`config.mk`:
```
export PLATFORM = sky130hd
export DESIGN_NAME = sbs_exec
export DESIGN_NICKNAME = d
export VERILOG_FILES = /design/src/sbs_pkg.sv /design/src/sbs_exec.sv
export SDC_FILE = /design/constraint.sdc
export NUM_CORES = 1
export LEC_CHECK = 0
export ABC_AREA = 1
export ABC_CLOCK_PERIOD_IN_PS = 1500
export BUFFER_PORTS_ARGS = -buffer_cell sky130_fd_sc_hd__clkbuf_2
export CELL_PAD_IN_SITES_DETAIL_PLACEMENT = 2
export CELL_PAD_IN_SITES_GLOBAL_PLACEMENT = 2
export CORE_UTILIZATION = 26
export CTS_BUF_LIST = sky130_fd_sc_hd__clkbuf_2 sky130_fd_sc_hd__clkbuf_4 sky130_fd_sc_hd__clkbuf_8
export DETAILED_ROUTE_END_ITERATION = 10
export MAX_ROUTING_LAYER = met4
export PLACE_DENSITY_LB_ADDON = 0.25
export SLEW_MARGIN = 5
export SYNTH_ARGS = -nofsm -noshare
export SYNTH_HDL_FRONTEND = slang
export SYNTH_SLANG_ARGS = --single-unit
```
`constraint.sdc`:
```
create_clock -name clk -period 1.5 [get_ports clk]
set_input_delay 0.375 -clock clk [delete_from_list [all_inputs] [get_ports clk]]
set_output_delay 0.375 -clock clk [all_outputs]
set_load 0.05 [all_outputs]
```
`src/sbs_pkg.sv`:
```
/*
  Package for the set-byte and sleep execution block: field layout,
  reset values and state encodings.
  Assumes a single core clock and no other consumers than sbs_exec.
*/
package sbs_pkg;
  // Data memory address layout
  localparam int          ADDR_W        = 12;
  localparam int          FILE_W        = 8;
  localparam int          BANK_W        = 4;
  // Value written by the set-byte instruction
  localparam logic [7:0]  ALL_ONES      = 8'hff;
  // Access bank split: low part maps to bank 0, high part to bank 15
  localparam logic [7:0]  ACCESS_SPLIT  = 8'h60;
  localparam logic [3:0]  ACCESS_HI_BNK = 4'hf;
  localparam logic [3:0]  ACCESS_LO_BNK = 4'h0;
  // Highest file operand that goes indexed in extended mode
  localparam logic [7:0]  INDEXED_MAX   = 8'h5f;
  // Status flag values after reset (both read as one after power-on)
  localparam logic        PWRDN_RESET   = 1'b1;
  localparam logic        TO_RESET      = 1'b1;
  // Watchdog counter and postscaler widths
  localparam int          DOG_W         = 8;
  localparam int          POST_W        = 16;
  // Interrupt status bit positions
  localparam int          EV_SET        = 0;
  localparam int          EV_SLEEP      = 1;
  localparam int          EV_WAKE_DOG   = 2;
  localparam int          EV_W          = 3;
  localparam logic [2:0]  MASK_RESET    = 3'h0;

  // Core run state, one-hot
  typedef enum logic [1:0] {
    ST_RUN   = 2'b01,
    ST_SLEEP = 2'b10
  } sbs_state_e;
endpackage

```
`src/sbs_exec.sv`:
```
/*
  Execution logic for the set-byte and low-power entry instructions.
  Decoded instruction strobes arrive from the core decode stage, one cycle
  each; the block drives a data memory write port, the sleep status flags,
  the watchdog counter and postscaler, and the oscillator run enable.
  Assumes the decode stage stalls fetch while asleep via coreHalted.
*/
// Strobed register access and the register offsets were decided locally.
// Summary of operation
// RULE_01 - Bank bit clear: set-byte addresses the fixed access bank.
// RULE_02 - Bank bit set: bank select register picks the RAM bank.
// RULE_03 - Set-byte writes all ones; arithmetic flags stay untouched.
// RULE_04 - Sleep instruction clears the power-down flag.
// RULE_05 - Sleep instruction sets the time-out flag.
// RULE_06 - Sleep instruction zeroes watchdog counter and postscaler.
// RULE_07 - After sleep the core halts with the oscillator stopped.
// RULE_08 - Wake by watchdog expiry clears the time-out flag.
// RULE_09 - Extended mode, bank bit clear, operand up to 95: indexed offset addressing.
// RULE_10 - Both instructions take one word and one cycle, no stall.
`timescale 1ns/1ps
module sbs_exec #(
  parameter int DOG_W  = sbs_pkg::DOG_W,
  parameter int POST_W = sbs_pkg::POST_W
) (
  // Clock and reset
  input  wire logic                      clk,
  input  wire logic                      resetn,
  // Decoded instruction
  input  wire logic                      setAllOnesOp,
  input  wire logic                      sleepOp,
  input  wire logic [7:0]                fileOperand,
  input  wire logic                      bankAccessBit,
  // Core context
  input  wire logic [3:0]                bankSelectReg,
  input  wire logic                      extendedEnable,
  input  wire logic [11:0]               indexBase,
  input  wire logic                      wakeEvent,
  input  wire logic                      watchdogTick,
  // Data memory write port
  output logic                           memWrite,
  output logic [11:0]                    memAddr,
  output logic [7:0]                     memWData,
  // Status and power
  output logic                           powerDownFlag,
  output logic                           timeoutFlag,
  output logic                           oscRun,
  output logic                           coreHalted,
  output logic [DOG_W-1:0]               watchdogCounter,
  output logic [POST_W-1:0]              watchdogPostscaler,
  // Register port
  input  wire logic [1:0]                regAddr,
  input  wire logic [7:0]                regWData,
  input  wire logic                      regWrite,
  input  wire logic                      regRead,
  output logic [7:0]                     regRData,
  output logic                           irq
);

  ////////////////////////////////////////////////////////////////////////
  // Register offsets
  localparam logic [1:0] OFF_STATUS = 2'h0;
  localparam logic [1:0] OFF_MASK   = 2'h1;
  localparam logic [1:0] OFF_FLAGS  = 2'h2;

  typedef struct packed {
    sbs_pkg::sbs_state_e       state;
    logic                      memWrite;
    logic [11:0]               memAddr;
    logic [7:0]                memWData;
    logic                      pwrDn;
    logic                      to;
    logic [DOG_W-1:0]          dog;
    logic [POST_W-1:0]         post;
    logic [sbs_pkg::EV_W-1:0]  status;
    logic [sbs_pkg::EV_W-1:0]  mask;
    logic [7:0]                rdata;
  } sbs_state_s;

  sbs_state_s state_reg;
  sbs_state_s state_next;

  ////////////////////////////////////////////////////////////////////////
  // Effective address of a file operand
  function automatic logic [11:0] effAddr(input logic [7:0] f, input logic a,
                                          input logic [3:0] bankSel, input logic ext,
                                          input logic [11:0] base);
    logic [11:0] r;
    r = {bankSel, f};                                            // RULE_02
    if (!a && ext && f <= sbs_pkg::INDEXED_MAX)
      r = 12'(base + {4'h0, f});                                 // RULE_09
    else if (!a && f < sbs_pkg::ACCESS_SPLIT)
      r = {sbs_pkg::ACCESS_LO_BNK, f};                           // RULE_01
    else if (!a)
      r = {sbs_pkg::ACCESS_HI_BNK, f};                           // RULE_01
    return r;
  endfunction

  logic                      asleep;
  logic                      wdtExpire;
  logic [sbs_pkg::EV_W-1:0]  events;

  assign asleep = (state_reg.state == sbs_pkg::ST_SLEEP);
  assign wdtExpire = watchdogTick && (&state_reg.dog) && (&state_reg.post);

  ////////////////////////////////////////////////////////////////////////
  // Next-state logic
  always_comb
  begin
    state_next = state_reg;
    events = '0;
    state_next.memWrite = 1'b0;
    state_next.rdata = 8'h00;
    // Watchdog advances on its tick; postscaler carries into the counter
    if (watchdogTick)
    begin
      state_next.post = state_reg.post + 1'b1;
      if (&state_reg.post)
        state_next.dog = state_reg.dog + 1'b1;
    end
    case (state_reg.state)
      sbs_pkg::ST_RUN:
      begin
        // Single cycle, no stall inserted
        if (setAllOnesOp)                                        // RULE_10
        begin
          state_next.memWrite = 1'b1;
          state_next.memAddr = effAddr(fileOperand, bankAccessBit,
                                       bankSelectReg, extendedEnable, indexBase);
          state_next.memWData = sbs_pkg::ALL_ONES;               // RULE_03
          events[sbs_pkg::EV_SET] = 1'b1;
        end
        else if (sleepOp)                                        // RULE_10
        begin
          state_next.pwrDn = 1'b0;                               // RULE_04
          state_next.to = 1'b1;                                  // RULE_05
          state_next.dog = '0;                                   // RULE_06
          state_next.post = '0;                                  // RULE_06
          state_next.state = sbs_pkg::ST_SLEEP;                  // RULE_07
          events[sbs_pkg::EV_SLEEP] = 1'b1;
        end
      end
      sbs_pkg::ST_SLEEP:
      begin
        // Watchdog wins over a simultaneous other wake source
        if (wdtExpire)
        begin
          state_next.to = 1'b0;                                  // RULE_08
          state_next.dog = '0;
          state_next.post = '0;
          state_next.state = sbs_pkg::ST_RUN;
          events[sbs_pkg::EV_WAKE_DOG] = 1'b1;
        end
        else if (wakeEvent)
          state_next.state = sbs_pkg::ST_RUN;
      end
      default:
        state_next.state = sbs_pkg::ST_RUN;
    endcase
    // Register port: status is write one to clear, mask is a plain write; new events win over the clear
    if (regWrite && regAddr == OFF_STATUS)
      state_next.status = state_reg.status & ~regWData[sbs_pkg::EV_W-1:0];
    else if (regWrite && regAddr == OFF_MASK)
      state_next.mask = regWData[sbs_pkg::EV_W-1:0];
    state_next.status = state_next.status | events;
    if (regRead && regAddr == OFF_STATUS)
      state_next.rdata = {5'h00, state_reg.status};
    else if (regRead && regAddr == OFF_MASK)
      state_next.rdata = {5'h00, state_reg.mask};
    else if (regRead && regAddr == OFF_FLAGS)
      state_next.rdata = {5'h00, asleep, state_reg.to, state_reg.pwrDn};
  end

  ////////////////////////////////////////////////////////////////////////
  // State register
  always_ff @(posedge clk)
  begin
    if (!resetn)
    begin
      state_reg.state    <= sbs_pkg::ST_RUN;
      state_reg.memWrite <= 1'b0;
      state_reg.memAddr  <= '0;
      state_reg.memWData <= '0;
      state_reg.pwrDn    <= sbs_pkg::PWRDN_RESET;
      state_reg.to       <= sbs_pkg::TO_RESET;
      state_reg.dog      <= '0;
      state_reg.post     <= '0;
      state_reg.status   <= '0;
      state_reg.mask     <= sbs_pkg::MASK_RESET;
      state_reg.rdata    <= 8'h00;
    end
    else
      state_reg <= state_next;
  end

  ////////////////////////////////////////////////////////////////////////
  // Outputs; oscillator gated off whole time asleep
  assign memWrite           = state_reg.memWrite;
  assign memAddr            = state_reg.memAddr;
  assign memWData           = state_reg.memWData;
  assign powerDownFlag      = state_reg.pwrDn;
  assign timeoutFlag        = state_reg.to;
  assign oscRun             = !asleep;                           // RULE_07
  assign coreHalted         = asleep;                            // RULE_07
  assign watchdogCounter    = state_reg.dog;
  assign watchdogPostscaler = state_reg.post;
  assign regRData           = state_reg.rdata;
  assign irq                = |(state_reg.status & state_reg.mask);

endmodule // sbs_exec

```
**Word level (Yosys, flattened, before mapping)**

Index checks and enable logic that the tools add are counted.
W data, S select, Z words.

- Bitwise operators: 7
- Magnitude comparators: 2
- Multiplexer cells: 25
- Reductions and logical operators: 24
- Add/subtract/negate cells: 3
- Eq/ne operators: 8

Operators by type and width:

| operator | number |
|---|---|
| $mux W25 | 3 |
| $pmux W25 S2 | 1 |
| $mux W12 | 3 |
| $mux W24 | 1 |
| $mux W21 | 1 |
| $add A16 B1 Y16 const B | 1 |
| $reduce_and A16 Y1 | 1 |
| $add A12 B8 Y12 | 1 |
| $mux W3 | 4 |
| $logic_and A1 B1 Y1 | 10 |
| $mux W2 | 5 |
| $add A8 B1 Y8 const B | 1 |
| $le A8 B7 Y1 const B | 1 |
| $lt A8 B7 Y1 const B | 1 |
| $mux W8 | 1 |
| $reduce_and A8 Y1 | 1 |
| $and A3 B3 Y3 | 2 |
| $reduce_and A2 Y1 | 3 |
| $reduce_and A3 Y1 | 2 |
| $reduce_or A3 Y1 | 2 |
| $mux W1 | 5 |
| $eq A2 B1 Y1 const B | 2 |
| $eq A2 B2 Y1 const B | 2 |
| $ne A2 B2 Y1 const B | 2 |
| 10 further kinds | 13 |

- Bits of input ports: 44
- Bits in registers: 56
- Word-level logic and storage cells: 81
- Output and inout bits: 58

**Longest topological paths before layout**

- Depth in word-level cells: 6
- Gate-level depth with buffers: 11
- Gate-level depth less buffers: 11

**Worst setup path before layout**

No wires, ideal clock.

- Path type: register to register
- From: register state_reg[61] (netlist bit)
- To: register state_reg[62] (netlist bit)
- Stages on the path, launching flop included: 9
- Slack: -368 ps
- Library setup time: 115 ps
- Required time: 1385 ps
- Arrival: 1754 ps
- Buffers on the path: 0
- Clock period less this slack: 1868 ps
- Cell sequence: dfxtp_1 > inv_1 > ha_1 > inv_1 > nor2_1 > nand2_1 > nand2_1 > nand2_1 > and2_1

- Word-level cells in the longest chain between the ends: 3
- Elaborated cells on any way between the ends: 7
- Those cells by class: 5 x eq/ne; 1 x mux; 1 x reduce/logical

Ends and longest elaborated chain:

| item | RTL line | source |
|---|---|---|
| from (decl) | sbs_exec.sv:79 | `sbs_state_s state_reg;` |
| from (signal assigned) | sbs_exec.sv:192 | `state_reg <= state_next;` |
| $eq A2 B2 Y1 (*) | n/a |  |
| named net coreHalted | sbs_exec.sv:47 | `output logic coreHalted,` |
| $ne A3 B2 Y1 (no source line) | n/a |  |
| $reduce_and A3 Y1 (no source line) | n/a |  |

The timed path passes the listed nets; every way through them passes the cells marked *.
A chain may end at the register's enable or synchronous reset.

**Worst setup path in the final report**

- From: register state_reg, in the netlist watchdogPostscaler[0]
- To: register state_reg, in the netlist watchdogPostscaler[8]

- Word-level cells in the longest chain between the ends: 5
- Elaborated cells on any way between the ends: 8
- Those cells by class: 1 x add/sub; 5 x mux; 2 x reduce/logical

Ends and longest elaborated chain:

| item | RTL line | source |
|---|---|---|
| $add A16 B1 Y16 | sbs_exec.sv:116 | `state_next.post = state_reg.post + 1'b1;` |
| $mux W24 | sbs_exec.sv:114 | `if (watchdogTick)` |
| $mux W25 | sbs_exec.sv:132 | `else if (sleepOp)` |
| $mux W25 | sbs_exec.sv:124 | `if (setAllOnesOp)` |
| $pmux W25 S2 (*) | sbs_exec.sv:120 | `case (state_reg.state)` |

Every way passes the cells marked *; elsewhere a longest branch is shown, timed or not. The select of a mux whose other input is x is not followed.

==> flow_metrics.py <==
metrics = {
    "timing": {
        "timing.fmax_mhz": 599,
        "timing.final.setup_violations": 25,
        "rsz_0062_raised_after_global_routing": "yes",
        "hold_violations": 0,
        "finClkSkew_ns": 0.0141,
        "final.setup.worst_slack_ns": -0.170,
        "final_min_period_over_clock_period_pct": 111,
        "slew_violations": 0,
        "tns_ns": -3.32,
        "min_period_ns": 1.67,
    },
    "final_layout": {
        "max_ffs_per_register": 16,
        "sequential_cell_area_um2": 1040,
        "multiInputGateArea_um2": 1960,
        "diodes": 0,
        "post_route_cells_drive_above_1_share_pct": 42.8,
        "synthToLayoutAreaGrowth_pct": 37.3,
        "finish.net_count": 668,
        "nFillCells": 1562,
        "final_cell_count_no_fill": 784,
        "final_cell_mix": "nand2_1, clkbuf_2, buf_4",
        "layout_commonest_cell": "nand2_1",
    },
    "detailed_routing": {
        "routed-via-count": 3482,
        "vias_per_cell": 4.44,
        "wirelength_um": 11800,
        "drt_antenna_net_count": 0,
        "routed_wire_length_per_instance_um": 15.1,
        "post-route-drc-count": 0,
        "drtPass1Iterations": 4,
        "detail_route.iter0.violations": 75,
    },
    "synth": {
        "ys_seq_area_share_pct": 29.8,
        "netlist_area_um2": 3430,
        "yosys_register_bits": 51,
        "yosysWarnings": 0,
        "ys_types": 40,
        "syn-instance-count": 493,
        "postSynthAreaPerCell_um2": 6.95,
    },
    "placement": {
        "place_ws_ns": -0.299,
        "place_congestion": 0.801,
        "port_buffers": 91,
        "dpl.hpwl_um": 9150,
        "place_inst": 761,
    },
    "critical_path": {
        "maximum_net_fanout_on_the_critical_path": 6,
        "worst_ep_arrival_time_ns": 1.88,
        "required_ns": 1.71,
        "crit_type": "reg -> reg",
        "start_kind": "register",
        "crit_path_start": "watchdogPostscaler[0]",
        "critical_path.max_stage_delay_ns": 0.36,
        "cp_cell_sequence": "ha_4, nand3_4, nor2_4, nand3_4, nor2_8, nand3_2, nand2_2, nand2_4, nand2_4, buf_12, buf_12, nor2_4",
        "setup.worst_path.end_class": "register",
        "r2r_start": "watchdogPostscaler[0]",
        "slowest_stage": "dfxtp_2",
    },
    "status": {
        "failing_checks": "setup timing",
        "outcome": "complete, but fails checks",
    },
    "clock_tree": {
        "cts-root-buf": "clkbuf_8",
        "tritoncts": "built",
        "cts-buffers-inserted": 5,
        "insertion_delay_ns": 0.32,
        "cts_hold_buffers": 0,
        "path_clk_slew_ns": 0.11,
        "cts_htree_levels": 2,
        "clock_sinks": 51,
        "max-clock-path-buffers": 2,
    },
    "global_routing": {
        "globalRouteTotalUtil_pct": 17.7,
        "grt_antenna_before_repair": 0,
        "grt_max_degree": 17,
        "grt_pass1_vias": 3703,
        "first_pass_grt_wire_length_um": 18000,
        "globalRouteOverflowTotal": 0,
    },
    "job": {
        "cap_viol_max_count": 0,
    },
    "die": {
        "design.portCount": 102,
        "die_w_um": 117,
        "floorplan.core_area_um2": 12700,
        "floorplan.die_area_um2": 13600,
        "core.rowCount": 41,
        "start_util_pct": 26.9,
        "die-height_um": 117,
    },
    "pwr": {
        "clock_power_share_pct": 18.7,
        "static-leakage-power_nw": 2.27,
        "power.internal_w": 0.00297,
        "power.combinational.fraction_pct": 49.6,
        "worst_ir_drop_vdd_mv": 0.512,
        "power_density_nw_per_um2": 1130,
        "p_sw_w": 0.00236,
        "sequential_power_share_pct": 31.7,
        "switching_share_pct": 44.3,
    },
    "min_path": {
        "worstHoldPathType": "in -> reg",
        "worstHoldStart": "bankSelectReg[2]",
    },
}
-- routing by layer --
| layer | vias up | share of wire [%] | track usage [%] |
|---|---|---|---|
| li1 | 1731 | - | - |
| met1 | 1695 | 38 | 17.2 |
| met2 | 51 | 58 | 36.3 |
| met3 | 5 | 2.8 | 2.94 |
| met4 | 0 | 0.59 | 3.29 |
| met5 | - | 0 | - |
-- power by group through the flow --
stage	Sequential [W]	Combinational (W)	Clock [W]
2_1_floorplan	0.00175	0.00177	0
3_3_place_gp	0.00170	0.00223	0
3_5_place_dp	0.00171	0.00230	0
4_1_cts	0.00168	0.00256	0.00104
5_1_grt	0.00171	0.00284	0.00108
6_report	0.00169	0.00264	0.000996
-- path summary, 6_finish.rpt --
kind | slack, ns | end | depth (start not counted)
max | -0.17 | watchdogPostscaler[8] | 12
min | 0.34 | memAddr[10] | 3
max reg2reg | -0.17 | watchdogPostscaler[8] | 12
min reg2reg | 0.49 | state_reg[9] | 2
-- Yosys cell counts --
cell	n	area share [%]
nand2_1	113	12
inv_1	58	6.4
buf_4	53	12
dfxtp_1	51	30
nor2_1	45	4.9
nand3_1	30	4.4
a21oi_1	28	4.1
o21ai_0	23	3.4
nor2_2	17	3.1
ha_1	12	4.4
xor2_1	10	2.6
xnor2_1	8	2.0
nor3_1	6	0.88
nand4_1	4	0.73
clkbuf_1	3	0.33
a21o_1	2	0.44
a22o_1	2	0.51
buf_12	2	1.2
nand2_2	2	0.37
nand3_2	2	0.58
nor2_4	2	0.66
o211ai_1	2	0.44
a21o_2	1	0.26
a31o_2	1	0.26
a31oi_1	1	0.18
and2_1	1	0.18
and3_1	1	0.18
buf_2	1	0.15
conb_1	1	0.11
fa_1	1	0.58
inv_6	1	0.26
mux2i_1	1	0.29
nand2_4	1	0.33
nand3_4	1	0.51
nand3b_1	1	0.22
nor2_8	1	0.58
o21bai_1	1	0.22
o221ai_1	1	0.26
o22ai_1	1	0.18
or2_2	1	0.18
-- final cells by class --
class,instances,share of cell area (%)
multi-input cells,328,41.6
repair buffers,166,24.5
flip-flops and latches,51,22.0
inverters,59,4.89
well taps,172,4.57
clock buffers,5,1.46
clock inverters,3,0.930
-- kinds of logic (layout without fill, tap and decap cells) --
logic type               Yosys count  after routing  share of synthesized area (%)
flip-flops                        51             51                           29.8
XOR/XNOR                          18             18                           4.60
AND/OR/NAND/NOR                  228            228                           30.2
AO/OA/AOI/OAI                     63             63                           10.2
multiplexers                       1              1                          0.292
buffers and inverters            118            233                           19.9
other                              1              5                          0.109
adder cells (fa/ha/maj)           13             13                           4.97
-- stage by stage --
stage          utilization (%)  total power, W  hold WS, ns  cell area [um2]
2_1_floorplan                -         0.00351        0.437             3490
3_3_place_gp              33.0         0.00393        0.455             4200
3_5_place_dp              33.0         0.00401        0.460             4200
4_1_cts                   35.6         0.00528        0.333             4530
5_1_grt                   37.0         0.00563        0.339             4710
6_report                  37.0         0.00533        0.338             4710
-- critical path, delay by kind of cell (launching register included) --
kind                       cells  cell delay (ns)
and+or+nand+nor                9             0.77
DFF                            1             0.36
buffers and inverters          2             0.25
adders and majority gates      1             0.16
-- repair_timing --
| action | in CTS | in global routing |
|---|---|---|
| endpoints found under the setup margin | 40 | 53 |
| gates resized for setup | 30 | 63 |
| pin swaps | 8 | 12 |
| buffers inserted | 10 | 5 |
| gates cloned | 1 | 0 |
Note: power is estimated with default switching activity, not from simulation.
